==> config.mk <==
export PLATFORM = sky130hd
export DESIGN_NAME = ddli_top
export DESIGN_NICKNAME = d
export VERILOG_FILES = /design/src/verilog/ddli_pkg.sv /design/src/verilog/ddli_channel.sv /design/src/verilog/ddli_top.sv
export VERILOG_INCLUDE_DIRS = /design/src /design/src/verilog
export SDC_FILE = /design/constraint.sdc
export NUM_CORES = 1
export LEC_CHECK = 0
export BUFFER_PORTS_ARGS = -buffer_cell sky130_fd_sc_hd__buf_2
export CORE_MARGIN = 5
export CORE_UTILIZATION = 28
export DETAILED_ROUTE_END_ITERATION = 8
export SLEW_MARGIN = 5
export SYNTH_ARGS = -nofsm -noshare
export SYNTH_HDL_FRONTEND = slang
export SYNTH_HIERARCHICAL = 1
export SYNTH_SLANG_ARGS = --single-unit
==> constraint.sdc <==
create_clock -name clk_sys_in -period 1.3 [get_ports clk_sys_in]
set_input_delay 0.26 -clock clk_sys_in [delete_from_list [all_inputs] [get_ports clk_sys_in]]
set_output_delay 0.26 -clock clk_sys_in [all_outputs]
set_load 0.01 [all_outputs]
==> src/verilog/ddli_consts.svh <==
// constants for the dual converter double-latch input block
`ifndef DDLI_CONSTS_SVH
`define DDLI_CONSTS_SVH
`define DDLI_SAMPLE_W 10
`define DDLI_SAMPLE_MSB 9
`define DDLI_WORD_ZERO 10'h000
`define DDLI_WORD_ONES 10'h3ff
`define DDLI_MAX_RATE_MSPS 125
`define DDLI_SYS_CLK_MHZ 200
`endif

==> src/verilog/ddli_pkg.sv <==
// types for the dual converter double-latch input block
`include "ddli_consts.svh"
package ddli_pkg;
    typedef logic [`DDLI_SAMPLE_MSB:0] ddli_word_t;
    // one channel's host-side pins
    typedef struct packed {
        logic input_strobe;
        logic update_clock;
        ddli_word_t word;
    } ddli_chan_in_t;
    // one channel's drive to the current switches
    typedef struct packed {
        ddli_word_t true_steer;
        ddli_word_t comp_steer;
    } ddli_chan_out_t;
endpackage : ddli_pkg

==> src/verilog/ddli_channel.sv <==
// one converter channel: input latch, forward stage and converter latch
`timescale 1ns/100ps
`include "ddli_consts.svh"
module ddli_channel
#(
    parameter int WIDTH = `DDLI_SAMPLE_W
)
(
    input wire logic clk_sys_in,
    input wire logic nrst_in,
    input wire logic strobe_in,
    input wire logic update_in,
    input wire logic [WIDTH-1:0] word_in,
    output logic [WIDTH-1:0] conv_out,
    output logic update_rise_out
);
    // ***********************************************
    // pin synchronisers
    // ***********************************************
    logic [1:0] strobe_sync_ff;
    logic [1:0] update_sync_ff;
    logic strobe_dly_ff;
    logic update_dly_ff;
    logic [WIDTH-1:0] word_s1_ff;
    logic [WIDTH-1:0] word_s2_ff;
    logic [WIDTH-1:0] input_latch_ff;
    logic [WIDTH-1:0] fwd_ff;
    logic [WIDTH-1:0] conv_ff;
    wire strobe_rise = strobe_sync_ff[1] & ~strobe_dly_ff;
    wire strobe_fall = ~strobe_sync_ff[1] & strobe_dly_ff;
    wire update_rise = update_sync_ff[1] & ~update_dly_ff;
    // two word stages line up with the second strobe stage, so a tied
    // strobe captures the word that stood at its own pin edge
    always_ff @(posedge clk_sys_in or negedge nrst_in)
    begin
        if (!nrst_in)
        begin
            strobe_sync_ff <= 2'h0;
            update_sync_ff <= 2'h0;
            strobe_dly_ff <= 1'b0;
            update_dly_ff <= 1'b0;
            word_s1_ff <= '0;
            word_s2_ff <= '0;
        end
        else
        begin
            strobe_sync_ff <= {strobe_sync_ff[0], strobe_in};
            update_sync_ff <= {update_sync_ff[0], update_in};
            strobe_dly_ff <= strobe_sync_ff[1];
            update_dly_ff <= update_sync_ff[1];
            word_s1_ff <= word_in;
            word_s2_ff <= word_s1_ff;
        end
    end
    // ***********************************************
    // double latch
    // ***********************************************
    // a strobe tied to the update clock forwards on the fall, so the
    // converter takes that word on the following rising edge
    always_ff @(posedge clk_sys_in or negedge nrst_in)
    begin
        if (!nrst_in)
        begin
            input_latch_ff <= '0;
            fwd_ff <= '0;
            conv_ff <= '0;
            update_rise_out <= 1'b0;
        end
        else
        begin
            if (strobe_rise)
                input_latch_ff <= word_s2_ff;
            if (strobe_fall)
                fwd_ff <= input_latch_ff;
            if (update_rise)
                conv_ff <= fwd_ff;
            update_rise_out <= update_rise;
        end
    end
    assign conv_out = conv_ff;
    generate
        if (WIDTH < 1)
        begin : g_bad_width
            $error("ddli_channel: width must be positive");
        end
    endgenerate
    chk_conv_hold: assert property (@(posedge clk_sys_in) disable iff (!nrst_in)
        !update_rise |=> $stable(conv_ff)) else $error("converter latch moved");
    chk_conv_load: assert property (@(posedge clk_sys_in) disable iff (!nrst_in)
        update_rise |=> conv_ff == $past(fwd_ff)) else $error("converter load wrong");
    chk_fwd_load: assert property (@(posedge clk_sys_in) disable iff (!nrst_in)
        strobe_fall |=> fwd_ff == $past(input_latch_ff)) else $error("forward wrong");
    chk_fwd_hold: assert property (@(posedge clk_sys_in) disable iff (!nrst_in)
        !strobe_fall |=> $stable(fwd_ff)) else $error("forward moved");
    chk_input_load: assert property (@(posedge clk_sys_in) disable iff (!nrst_in)
        strobe_rise |=> input_latch_ff == $past(word_s2_ff)) else $error("capture wrong");
    chk_input_hold: assert property (@(posedge clk_sys_in) disable iff (!nrst_in)
        !strobe_rise |=> $stable(input_latch_ff)) else $error("input moved");
endmodule : ddli_channel

==> src/verilog/ddli_top.sv <==
// top of the dual converter double-latch input block
`timescale 1ns/100ps
`include "ddli_consts.svh"
// Operation
// - words are straight binary, bit nine MSB
// - two independent ten-bit sample channels
// - each channel has own strobe and clock
// - strobe rise captures port into input latch
// - strobe fall forwards input latch word
// - update clock rise loads converter latch
// - sleep high powers down both channels
// - gain select high one resistor mode
// - ones drive true, zeros complementary output
module ddli_top
(
    input wire logic clk_sys_in,
    input wire logic nrst_in,
    input ddli_pkg::ddli_chan_in_t ch_a_in,
    input ddli_pkg::ddli_chan_in_t ch_b_in,
    input wire logic sleep_control_in,
    input wire logic gain_resistor_select_in,
    output ddli_pkg::ddli_chan_out_t ch_a_current_output_out,
    output ddli_pkg::ddli_chan_out_t ch_b_current_output_out,
    output logic sleep_active_out,
    output logic single_resistor_gain_out,
    output logic ch_a_updated_out,
    output logic ch_b_updated_out
);
    import ddli_pkg::*;
    // ***********************************************
    // channels
    // ***********************************************
    // fully separate instances keep one channel's strobe off the other
    ddli_word_t conv_a;
    ddli_word_t conv_b;
    logic rise_a;
    logic rise_b;
    ddli_channel #(.WIDTH(`DDLI_SAMPLE_W)) u_ch_a
    (
        .clk_sys_in(clk_sys_in),
        .nrst_in(nrst_in),
        .strobe_in(ch_a_in.input_strobe),
        .update_in(ch_a_in.update_clock),
        .word_in(ch_a_in.word),
        .conv_out(conv_a),
        .update_rise_out(rise_a)
    );
    ddli_channel #(.WIDTH(`DDLI_SAMPLE_W)) u_ch_b
    (
        .clk_sys_in(clk_sys_in),
        .nrst_in(nrst_in),
        .strobe_in(ch_b_in.input_strobe),
        .update_in(ch_b_in.update_clock),
        .word_in(ch_b_in.word),
        .conv_out(conv_b),
        .update_rise_out(rise_b)
    );
    // ***********************************************
    // control pins
    // ***********************************************
    logic [1:0] sleep_sync_ff;
    logic [1:0] gain_sync_ff;
    // sleep resets low: an undriven pin means normal operation
    always_ff @(posedge clk_sys_in or negedge nrst_in)
    begin
        if (!nrst_in)
        begin
            sleep_sync_ff <= 2'h0;
        end
        else
        begin
            sleep_sync_ff <= {sleep_sync_ff[0], sleep_control_in};
        end
    end
    // gain mode is a static strap, two flops are plenty
    always_ff @(posedge clk_sys_in or negedge nrst_in)
    begin
        if (!nrst_in)
        begin
            gain_sync_ff <= 2'h0;
        end
        else
        begin
            gain_sync_ff <= {gain_sync_ff[0], gain_resistor_select_in};
        end
    end
    wire sleep_now = sleep_sync_ff[1];
    wire gain_now = gain_sync_ff[1];
    // ***********************************************
    // output steering
    // ***********************************************
    // straight binary: bit weights go to the true side as is, the
    // complement to the other side; sleep parks both at zero current
    function automatic ddli_chan_out_t steer(input ddli_word_t w, input logic off);
        ddli_chan_out_t r;
        r.true_steer = off ? `DDLI_WORD_ZERO : w;
        r.comp_steer = off ? `DDLI_WORD_ZERO : ~w;
        return r;
    endfunction : steer
    wire ddli_chan_out_t nxt_a = steer(conv_a, sleep_now);
    wire ddli_chan_out_t nxt_b = steer(conv_b, sleep_now);
    // one output block per channel keeps each side's switches apart
    always_ff @(posedge clk_sys_in or negedge nrst_in)
    begin
        if (!nrst_in)
        begin
            ch_a_current_output_out <= '0;
            ch_a_updated_out <= 1'b0;
        end
        else
        begin
            ch_a_current_output_out <= nxt_a;
            ch_a_updated_out <= rise_a;
        end
    end
    always_ff @(posedge clk_sys_in or negedge nrst_in)
    begin
        if (!nrst_in)
        begin
            ch_b_current_output_out <= '0;
            ch_b_updated_out <= 1'b0;
        end
        else
        begin
            ch_b_current_output_out <= nxt_b;
            ch_b_updated_out <= rise_b;
        end
    end
    // ***********************************************
    // status
    // ***********************************************
    always_ff @(posedge clk_sys_in or negedge nrst_in)
    begin
        if (!nrst_in)
        begin
            sleep_active_out <= 1'b0;
            single_resistor_gain_out <= 1'b0;
        end
        else
        begin
            sleep_active_out <= sleep_now;
            single_resistor_gain_out <= gain_now;
        end
    end
    // ***********************************************
    // checks
    // ***********************************************
    chk_sleep_zero: assert property (@(posedge clk_sys_in) disable iff (!nrst_in)
        sleep_sync_ff[1] |=> ch_a_current_output_out == '0 && ch_b_current_output_out == '0)
        else $error("sleep left current on");
    chk_comp_pair: assert property (@(posedge clk_sys_in) disable iff (!nrst_in)
        !sleep_sync_ff[1] |=> ch_a_current_output_out.comp_steer
        == ~ch_a_current_output_out.true_steer) else $error("outputs not complementary");
    chk_true_word: assert property (@(posedge clk_sys_in) disable iff (!nrst_in)
        !sleep_sync_ff[1] |=> ch_b_current_output_out.true_steer == $past(conv_b))
        else $error("true output wrong");
    chk_gain_follow: assert property (@(posedge clk_sys_in) disable iff (!nrst_in)
        1'b1 |=> single_resistor_gain_out == $past(gain_sync_ff[1]))
        else $error("gain mode wrong");
    chk_sleep_follow: assert property (@(posedge clk_sys_in) disable iff (!nrst_in)
        1'b1 |=> sleep_active_out == $past(sleep_now))
        else $error("sleep status wrong");
    chk_sleep_status_a: assert property (@(posedge clk_sys_in) disable iff (!nrst_in)
        sleep_active_out |-> ch_a_current_output_out == '0)
        else $error("channel a on in sleep");
    chk_sleep_status_b: assert property (@(posedge clk_sys_in) disable iff (!nrst_in)
        sleep_active_out |-> ch_b_current_output_out == '0)
        else $error("channel b on in sleep");
    chk_comp_pair_b: assert property (@(posedge clk_sys_in) disable iff (!nrst_in)
        !sleep_now |=> ch_b_current_output_out.comp_steer == ~ch_b_current_output_out.true_steer)
        else $error("channel b not complementary");
    chk_true_word_a: assert property (@(posedge clk_sys_in) disable iff (!nrst_in)
        !sleep_now |=> ch_a_current_output_out.true_steer == $past(conv_a))
        else $error("channel a true output wrong");
    // scale ends: all ones puts all ones on a's true side, all zeros puts all ones on b's complementary side
    chk_ones_full_a: assert property (@(posedge clk_sys_in) disable iff (!nrst_in)
        !sleep_now && conv_a == `DDLI_WORD_ONES |=>
        ch_a_current_output_out.true_steer == `DDLI_WORD_ONES
        && ch_a_current_output_out.comp_steer == `DDLI_WORD_ZERO)
        else $error("channel a full scale wrong");
    chk_zero_full_b: assert property (@(posedge clk_sys_in) disable iff (!nrst_in)
        !sleep_now && conv_b == `DDLI_WORD_ZERO |=>
        ch_b_current_output_out.comp_steer == `DDLI_WORD_ONES
        && ch_b_current_output_out.true_steer == `DDLI_WORD_ZERO)
        else $error("channel b zero scale wrong");
    // update pulses: one per edge seen, never two in a row
    chk_upd_a_pulse: assert property (@(posedge clk_sys_in) disable iff (!nrst_in)
        1'b1 |=> ch_a_updated_out == $past(rise_a))
        else $error("channel a update pulse wrong");
    chk_upd_b_pulse: assert property (@(posedge clk_sys_in) disable iff (!nrst_in)
        1'b1 |=> ch_b_updated_out == $past(rise_b))
        else $error("channel b update pulse wrong");
    chk_upd_a_single: assert property (@(posedge clk_sys_in) disable iff (!nrst_in)
        ch_a_updated_out |=> !ch_a_updated_out)
        else $error("channel a pulse too long");
    chk_upd_b_single: assert property (@(posedge clk_sys_in) disable iff (!nrst_in)
        ch_b_updated_out |=> !ch_b_updated_out)
        else $error("channel b pulse too long");
endmodule : ddli_top
==> results of run 1 <==
[Yosys cell counts (all sizes together)]
| library cell | instances | area [um2] |
|---|---|---|
| mux2 | 60 | 826 |
| nand2b | 2 | 12.5 |
| dfrtp | 162 | 4050 |
| nor2 | 20 | 75.1 |
| nor2b | 24 | 165 |
| buf | 10 | 87.6 |
[how the worst max path moves through the flow]
stage,startpoint,end,depth (start not counted)
after floorplan,u_ch_a/strobe_dly_ff$_DFF_PN0_,u_ch_a/input_latch_ff[0]$_DFFE_PN0P_,3
after global placement,u_ch_b/update_sync_ff[1]$_DFF_PN0_,u_ch_b/conv_out[9]$_DFFE_PN0P_,2
after detailed placement,u_ch_a/update_sync_ff[1]$_DFF_PN0_,u_ch_a/conv_out[1]$_DFFE_PN0P_,2
after CTS,u_ch_a/update_sync_ff[1]$_DFF_PN0_,u_ch_a/conv_out[1]$_DFFE_PN0P_,2
after global routing,u_ch_b/update_sync_ff[1]$_DFF_PN0_,u_ch_b/conv_out[3]$_DFFE_PN0P_,2
final,u_ch_a/update_sync_ff[1]$_DFF_PN0_,u_ch_a/conv_out[1]$_DFFE_PN0P_,2
[stage by stage]
stage	setup WS (ns)	std cells	util, %	hold slack (ns)
CTS	0.0875	641	37.0	0.338
detailed placement	0.105	584	32.0	0.222
floorplan	0.219	278	-	-0.0356
finish	0.0986	641	37.0	0.347
global placement	0.126	584	32.0	0.214
global route	0.0392	641	37.0	0.350
[registers in the layout (all words and copies together) (netlist names), 10 cells and up]
signal and flops:
u_ch_a/fwd_ff 10, u_ch_a/word_s2_ff 10, u_ch_b/conv_out 10, u_ch_a/input_latch_ff 10, u_ch_a/word_s1_ff 10, u_ch_b/input_latch_ff 10
u_ch_a/conv_out 10, u_ch_b/word_s1_ff 10, u_ch_b/word_s2_ff 10, ch_a_current_output_out 20, u_ch_b/fwd_ff 10, ch_b_current_output_out 20
[kinds of logic after synthesis]
logic type             count (synthesis)  synth area share (%)
and+or+nand+nor                       46                  4.84
buffers and inverters                 10                  1.68
DFF                                  162                  77.7
muxes                                 60                  15.8
[per-layer routing]
layer | GRT usage (%) | vias to the layer above | share of wire, %
li1 | - | 1146 | -
met1 | 10.5 | 1217 | 46
met2 | 12.6 | 61 | 46
met3 | 3.29 | 16 | 5.1
met4 | 4.28 | 0 | 2.2
met5 | 0 | - | 0
[layout make-up]
class                           count  area (um2)  area share [%]
Tap cell                          234         293            4.28
Sequential cell                   162        4050            59.2
Clock buffer                       21         460            6.73
Timing Repair Buffer              109         777            11.4
Multi-Input combinational cell    106        1080            15.8
Clock inverter                      9         180            2.63
[power by group through the flow]
stage	clock network, W	registers (W)	logic, W
2_1_floorplan	0	0.00632	0.000776
3_3_place_gp	0	0.00632	0.00136
3_5_place_dp	0	0.00636	0.00142
4_1_cts	0.00546	0.00627	0.00149
5_1_grt	0.00568	0.00636	0.00159
6_report	0.00531	0.00624	0.00145
[repair_timing]
action                    CTS  global route
hold buffers               27             0
hold endpoints to repair   65             0
resized for setup           0             0
==> flow_metrics.py, run 1 <==
metrics = {
    "placement": {
        "io_buffers": 71,
        "dp_hpwl_um": 5680,
        "gp_congestion": 0.667,
        "dpl_cell_area_mm2": 0.00593,
    },
    "power": {
        "power.total_w": 0.0130,
        "p_sw_share_pct": 21.5,
        "p_per_area_mw_per_mm2": 1900,
        "pwr-share-comb_pct": 11.2,
        "p_leak_nw": 3.28,
        "share_seq_of_total_power_pct": 48.0,
        "p_sw_w": 0.00279,
        "vdd_drop_max_mv": 0.679,
        "pwr-share-clk_pct": 40.8,
        "internal_power_w": 0.0102,
    },
    "timing": {
        "skew_ns": 0.00818,
        "drv_slew": 0,
        "tightest_slew_ns": 0.432,
        "min_period_ns": 1.20,
        "fmax_mhz": 832,
        "rsz0062_at_grt": "no",
        "relSlewSlack_pct": 71.2,
        "timing.setup.tns_ns": 0,
        "finalHoldViolations": 0,
        "finalSetupViolCount": 0,
        "finalCritPeriodShare_pct": 92.4,
    },
    "routing": {
        "wire_per_inst_um": 12.8,
        "drt-initial-drc-count": 120,
        "via_per_inst": 3.81,
        "routed_wl_um": 8200,
        "drt_pre_antenna_iters": 4,
        "vias": 2440,
        "ant_nets": 0,
        "route.detailed.drc": 0,
    },
    "critical_path": {
        "worst_path_max_delay_cell": "mux2_2",
        "reg2reg_to": "u_ch_a/conv_out[1]$_DFFE_PN0P_",
        "r2r-start": "u_ch_a/update_sync_ff[1]$_DFF_PN0_",
        "worst-path-buf-inv": 0,
        "worst_path_largest_cell_delay_ns": 0.38,
        "path_max_fanout": 11,
        "worstSetupStartpointType": "flip-flop",
        "ff2ff_path_depth": 2,
        "cpLargestDelayFamily": "multiplexers",
        "path_cells": "nor2b_4 -> mux2_2",
        "end_kind": "flip-flop",
        "cp.required_ns": 1.58,
        "critical_path_class": "flip-flop to flip-flop",
        "reg2reg_setup_slack_ns": 0.1,
        "worst-endpoint-arrival_ns": 1.49,
    },
    "yosys": {
        "seq_area_frac_synth_pct": 77.7,
        "synth_cells": 278,
        "yosysWarningCount": 6,
        "ys_ff_latch": 162,
        "synthesis.area_mm2": 0.00522,
        "synth_cell_types": 9,
        "syn_nets": 306,
        "syn_avg_cell_area_um2": 18.8,
    },
    "clock_tree": {
        "clk_path_buf_depth": 2,
        "cts_buffers": 17,
        "cts_root_buffer": "clkbuf_16",
        "htreeDepth": 4,
        "clk_latency_ns": 0.41,
        "clkSinkCount": 162,
        "cts_setup_buffers": 0,
        "cts_tree": "yes",
        "path_clk_slew_ns": 0.06,
    },
    "floorplanning": {
        "die_height_um": 147,
        "num_rows": 50,
        "dieArea_mm2": 0.0215,
        "io_pins": 72,
        "start_util_pct": 28.2,
        "die_w_um": 147,
        "core_mm2": 0.0185,
    },
    "worst_hold_path": {
        "hold_depth": 0,
        "min_from": "u_ch_b/word_s1_ff[7]$_DFF_PN0_",
        "hold_end": "u_ch_b/word_s2_ff[7]$_DFF_PN0_",
        "min_path_type": "flip-flop to flip-flop",
    },
    "final_layout": {
        "layout-drive-gt1-share_pct": 42.3,
        "most-common-layout-cells": "dfrtp_1, buf_2, mux2_4",
        "antenna_cells": 0,
        "area.growth.synth_to_final_pct": 31.1,
        "fillers": 1722,
        "nets": 424,
        "final_common_cell": "dfrtp_1",
        "stdcell_area_mm2": 0.00684,
    },
    "grt": {
        "antenna_found_initial": 0,
        "grt_usage_pct": 8.40,
        "grt_max_degree": 44,
        "grt_pass1_vias": 2699,
        "overflow": 0,
        "grt_pass1_wl_um": 14100,
    },
    "run_status": {
        "status": "complete, no violations",
    },
    "job": {
        "maxCapViolations": 0,
    },
}
Power figures use the tool's default switching activity.
==> run 2, diff against run 1 <==
==> constraint.sdc (replaced) <==
create_clock -name clk_sys_in -period 1.3 [get_ports clk_sys_in]
set_input_delay 0.195 -clock clk_sys_in [delete_from_list [all_inputs] [get_ports clk_sys_in]]
set_output_delay 0.195 -clock clk_sys_in [all_outputs]
set_load 0.01 [all_outputs]
==> run 2 against run 1 <==
  * Clock skew down 0.0018 ns
  * Via count shrank 1.0%
  * Die area unchanged
  * Critical endpoint is now u_ch_b/conv_out[3]$_DFFE_PN0P_
  * Largest cell class unchanged
  * Highest routed layer unchanged
==> flow_metrics.py, run 2 (synthesized netlist as in run 1, its figures left out) <==
metrics = {
    "critical_path": {
        "path_max_fanout": 11,
        "worst_path_max_delay_cell": "mux2_2",
        "worst_path_largest_cell_delay_ns": 0.39,
        "reg2reg_setup_slack_ns": 0.10,
        "worst-path-buf-inv": 0,
        "path_cells": "nor2b_4 -> mux2_2",
        "r2r-start": "u_ch_b/update_sync_ff[1]$_DFF_PN0_",
        "reg2reg_to": "u_ch_b/conv_out[3]$_DFFE_PN0P_",
        "critical_path_class": "flip-flop to flip-flop",
        "cp.required_ns": 1.59,
        "cpLargestDelayFamily": "multiplexers",
        "worst-endpoint-arrival_ns": 1.49,
        "end_kind": "flip-flop",
        "worstSetupStartpointType": "flip-flop",
        "ff2ff_path_depth": 2,
    },
    "final_layout": {
        "antenna_cells": 0,
        "fillers": 1724,
        "area.growth.synth_to_final_pct": 30.7,
        "nets": 424,
        "seqCellArea_mm2": 0.00405,
        "multiInputGateArea_mm2": 0.00108,
        "final_common_cell": "dfrtp_1",
        "most-common-layout-cells": "dfrtp_1, buf_2, mux2_4",
        "layout-drive-gt1-share_pct": 42.9,
        "top_regs": "ch_a_current_output_out x20, ch_b_current_output_out x20",
    },
    "power": {
        "p_sw_w": 0.00291,
        "p_leak_nw": 3.27,
        "pwr-share-clk_pct": 39.9,
        "power.total_w": 0.0128,
        "vdd_drop_max_mv": 0.728,
        "p_sw_share_pct": 22.8,
        "internal_power_w": 0.00988,
        "p_per_area_mw_per_mm2": 1880,
        "share_seq_of_total_power_pct": 48.8,
        "pwr-share-comb_pct": 11.3,
    },
    "run_status": {
        "status": "complete, no violations",
    },
    "clock_tree": {
        "clkSinkCount": 162,
        "cts_hold_buf": 27,
        "cts_setup_buffers": 0,
        "clk_latency_ns": 0.41,
        "cts_root_buffer": "clkbuf_16",
        "clk_path_buf_depth": 2,
        "ctsResizeCount": 0,
        "htreeDepth": 4,
        "path_clk_slew_ns": 0.06,
        "cts_buffers": 17,
        "cts_tree": "yes",
    },
    "floorplanning": {
        "num_rows": 50,
        "core_mm2": 0.0185,
        "start_util_pct": 28.2,
        "dieArea_mm2": 0.0215,
        "io_pins": 72,
        "die_w_um": 147,
        "die_height_um": 147,
    },
    "timing": {
        "skew_ns": 0.00639,
        "fmax_mhz": 834,
        "finalHoldViolations": 0,
        "relSlewSlack_pct": 72.9,
        "tightest_slew_ns": 0.406,
        "drv_slew": 0,
        "finalSetupViolCount": 0,
        "rsz0062_at_grt": "no",
        "finalCritPeriodShare_pct": 92.3,
        "timing.setup.tns_ns": 0,
        "worst_slack_ns": 0.101,
        "min_period_ns": 1.20,
    },
    "grt": {
        "grt_max_degree": 42,
        "grt_pass1_vias": 2667,
        "antenna_found_initial": 0,
        "overflow": 0,
        "grt_pass1_wl_um": 14100,
        "grt_usage_pct": 8.40,
    },
    "placement": {
        "io_buffers": 71,
        "place_ws_ns": 0.108,
        "dp_hpwl_um": 5590,
        "gp_congestion": 0.667,
    },
    "routing": {
        "vias": 2415,
        "via_per_inst": 3.76,
        "ant_nets": 0,
        "routed_wl_um": 8090,
        "wire_per_inst_um": 12.6,
        "route.detailed.drc": 0,
        "drt_pre_antenna_iters": 3,
        "drt-initial-drc-count": 132,
    },
    "job": {
        "maxCapViolations": 0,
    },
    "worst_hold_path": {
        "min_path_type": "input port to async pin",
    },
}
==> run 2: cell type report <==
type | count | area share (%)
Clock buffer | 20 | 6.84
Clock inverter | 11 | 2.26
Multi-Input combinational cell | 106 | 15.8
Tap cell | 234 | 4.29
Timing Repair Buffer | 109 | 11.4
Sequential cell | 162 | 59.4
==> run 2: worst max-delay path by stage <==
stage,end,slack (ns),cells after the start,from
3_5_place_dp,u_ch_b/conv_out[3]$_DFFE_PN0P_,0.11,2,u_ch_b/update_sync_ff[1]$_DFF_PN0_
2_1_floorplan,u_ch_a/input_latch_ff[0]$_DFFE_PN0P_,0.22,3,u_ch_a/strobe_dly_ff$_DFF_PN0_
5_1_grt,u_ch_b/conv_out[3]$_DFFE_PN0P_,0.02,2,u_ch_b/update_sync_ff[1]$_DFF_PN0_
4_1_cts,u_ch_b/conv_out[3]$_DFFE_PN0P_,0.08,2,u_ch_b/update_sync_ff[1]$_DFF_PN0_
3_3_place_gp,u_ch_b/conv_out[9]$_DFFE_PN0P_,0.13,2,u_ch_b/update_sync_ff[1]$_DFF_PN0_
6_report,u_ch_b/conv_out[3]$_DFFE_PN0P_,0.10,2,u_ch_b/update_sync_ff[1]$_DFF_PN0_
==> run 2: per-stage QoR <==
stage	cell area, um2	hold slack (ns)	cells	util [%]
CTS	6820	0.258	642	36.8
detailed placement	5930	0.141	584	32.0
floorplan	5220	-0.101	278	-
global placement	5930	0.130	584	32.0
global route	6820	0.284	642	36.8
finish	6820	0.287	642	36.8
==> run 2: power groups by stage <==
stage	Clock [W]	Combinational (W)	Sequential, W
finish	0.00510	0.00145	0.00625
global route	0.00548	0.00159	0.00636
CTS	0.00523	0.00148	0.00627
detailed placement	0	0.00141	0.00636
global placement	0	0.00136	0.00632
floorplan	0	0.000776	0.00632
==> run 2: per-layer routing <==
layer | routed length (um) | global-route usage [%]
met1 | 3760 | 10.8
met2 | 3750 | 12.2
met3 | 425 | 3.23
met4 | 156 | 4.56
met5 | 0 | 0
==> run 3, diff against run 2 <==
--- a/config.mk
+++ b/config.mk
@@ -8,8 +8,11 @@
 export LEC_CHECK = 0
 export BUFFER_PORTS_ARGS = -buffer_cell sky130_fd_sc_hd__buf_2
 export CORE_MARGIN = 5
-export CORE_UTILIZATION = 28
+export CORE_UTILIZATION = 56
 export DETAILED_ROUTE_END_ITERATION = 8
+export MAX_ROUTING_LAYER = met4
+export PLACE_DENSITY = 0.78
+export RECOVER_POWER = 25
 export SLEW_MARGIN = 5
 export SYNTH_ARGS = -nofsm -noshare
 export SYNTH_HDL_FRONTEND = slang
==> run 3 against run 2 <==
  * Critical path type is now flip-flop to output port
  * Total power shrank 4.5%
  * Cell count is 19% lower
  * Combinational power hardly changed
  * Critical endpoint is now ch_a_current_output_out[5]
  * Clock power decreased by 11%
  * Sequential share of layout area grew 2.1 points
  * Sequential power is essentially flat
  * Worst setup slack worse by 0.013 ns
  * Design area down 3.4%
  * Clock-buffer cell count down 3
  * Utilization is 35 points higher
  * Via count is 0.17% higher
==> flow_metrics.py, run 3 (synthesized netlist as in run 1, its figures left out) <==
metrics = {
    "critical_path": {
        "r2r-start": "u_ch_a/update_dly_ff$_DFF_PN0_",
        "ff2ff_path_depth": 2,
        "worst_path_largest_cell_delay_ns": 0.37,
        "cp.depth": 1,
        "path_cells": "buf_2",
        "worst-path-buf-inv": 1,
        "critical_path_class": "flip-flop to output port",
        "worst_path_max_delay_cell": "dfrtp_1",
        "cp.required_ns": 1.11,
        "worst-endpoint-arrival_ns": 1.02,
        "cpLargestDelayFamily": "flip-flops",
        "worstSetupStartpointType": "flip-flop",
        "end_kind": "output port",
        "crit_start": "ch_a_current_output_out[5]$_DFF_PN0_",
        "path_max_fanout": 1,
    },
    "clock_tree": {
        "clk_latency_ns": 0.51,
        "cts_setup_buffers": 0,
        "clk_path_buf_depth": 2,
        "cts_root_buffer": "clkbuf_8",
        "cts_hold_buf": 27,
        "ctsResizeCount": 0,
        "clkSinkCount": 162,
        "htreeDepth": 4,
        "cts_tree": "yes",
        "cts_buffers": 17,
        "path_clk_slew_ns": 0.07,
    },
    "run_status": {
        "status": "complete, no violations",
    },
    "power": {
        "p_leak_nw": 3.23,
        "p_per_area_mw_per_mm2": 1850,
        "vdd_drop_max_mv": 1.10,
        "power.total_w": 0.0122,
    },
    "placement": {
        "dpl_cell_area_mm2": 0.00576,
        "gp_congestion": 0.692,
        "io_buffers": 71,
        "dp_hpwl_um": 4720,
    },
    "timing": {
        "timing.setup.tns_ns": 0,
        "fmax_mhz": 825,
        "min_period_ns": 1.21,
        "tightest_slew_ns": 0.342,
        "finalCritPeriodShare_pct": 93.3,
        "skew_ns": 0.00907,
        "rsz0062_at_grt": "no",
        "finalSetupViolCount": 0,
        "drv_slew": 0,
        "finalHoldViolations": 0,
        "relSlewSlack_pct": 77.2,
    },
    "floorplanning": {
        "io_pins": 72,
        "die_height_um": 107,
        "dieArea_mm2": 0.0114,
        "start_util_pct": 57.0,
        "die_w_um": 107,
        "num_rows": 35,
        "core_mm2": 0.00915,
    },
    "grt": {
        "grt_usage_pct": 14.6,
        "grt_pass1_vias": 2468,
        "antenna_found_initial": 0,
        "grt_pass1_wl_um": 12300,
        "overflow": 0,
        "grt_max_degree": 45,
    },
    "routing": {
        "ant_nets": 0,
        "route.detailed.drc": 0,
        "routed_wl_um": 7140,
        "drt_pre_antenna_iters": 4,
        "drt-initial-drc-count": 62,
        "wire_per_inst_um": 13.8,
        "vias": 2419,
        "via_per_inst": 4.66,
    },
    "final_layout": {
        "stdcell_area_mm2": 0.00659,
        "fillers": 561,
        "layout-drive-gt1-share_pct": 42.9,
        "top_regs": "ch_a_current_output_out x20, ch_b_current_output_out x20",
        "nets": 423,
        "area.growth.synth_to_final_pct": 26.2,
        "final_common_cell": "dfrtp_1",
        "most-common-layout-cells": "dfrtp_1, buf_2, mux2_4",
        "antenna_cells": 0,
    },
    "job": {
        "maxCapViolations": 0,
    },
    "worst_hold_path": {
        "min_path_type": "input port to async pin",
    },
}
[run 3: metal layers]
metal,global-route usage [%],vias up,routed length [um]
met2,20.5,63,3390
met4,6.03,0,80
met5,-,-,0
li1,-,1143,-
met1,19.8,1208,3270
met3,5.10,5,408
[run 3: layout make-up]
cell class | count | area, um2 | area share [%]
flip-flops and latches | 162 | 4050 | 61.5
multi-input cells | 106 | 1080 | 16.4
repair buffers | 108 | 757 | 11.5
clock buffers | 17 | 414 | 6.29
clock inverters | 15 | 146 | 2.22
well taps | 111 | 139 | 2.11
[run 3: worst register-to-register path: stages, from the launching register on]
cell and delay, ns:
dfrtp_1 0.40, nor2b_4 0.28, mux2_2 0.38
[run 3: metrics by stage]
step           worst slack [ns]  hold slack [ns]  instances  utilization [%]
5_1_grt                  0.0257            0.157        519             72.0
3_3_place_gp              0.161            0.111        460             62.9
4_1_cts                  0.0406            0.127        519             72.0
2_1_floorplan             0.219           -0.101        278                -
3_5_place_dp              0.133            0.114        460             62.9
6_report                 0.0874            0.153        519             72.0
[run 3: power by group]
group          internal [W]  switching [W]
combinational      0.000877       0.000556
clock               0.00259        0.00197
sequential          0.00582       0.000405
total               0.00929        0.00293
[run 3: final timing paths]
check,slack (ns),to
worst max-delay path,0.09,ch_a_current_output_out[5]
worst min-delay path,0.15,u_ch_b/word_s1_ff[5]$_DFF_PN0_
worst max register to register,0.12,u_ch_a/conv_out[6]$_DFFE_PN0P_
worst min register to register,0.35,u_ch_a/word_s2_ff[9]$_DFF_PN0_
max in group asynchronous,0.61,ch_a_current_output_out[3]$_DFF_PN0_
min in group clk_sys_in,0.32,u_ch_a/strobe_sync_ff[0]$_DFF_PN0_
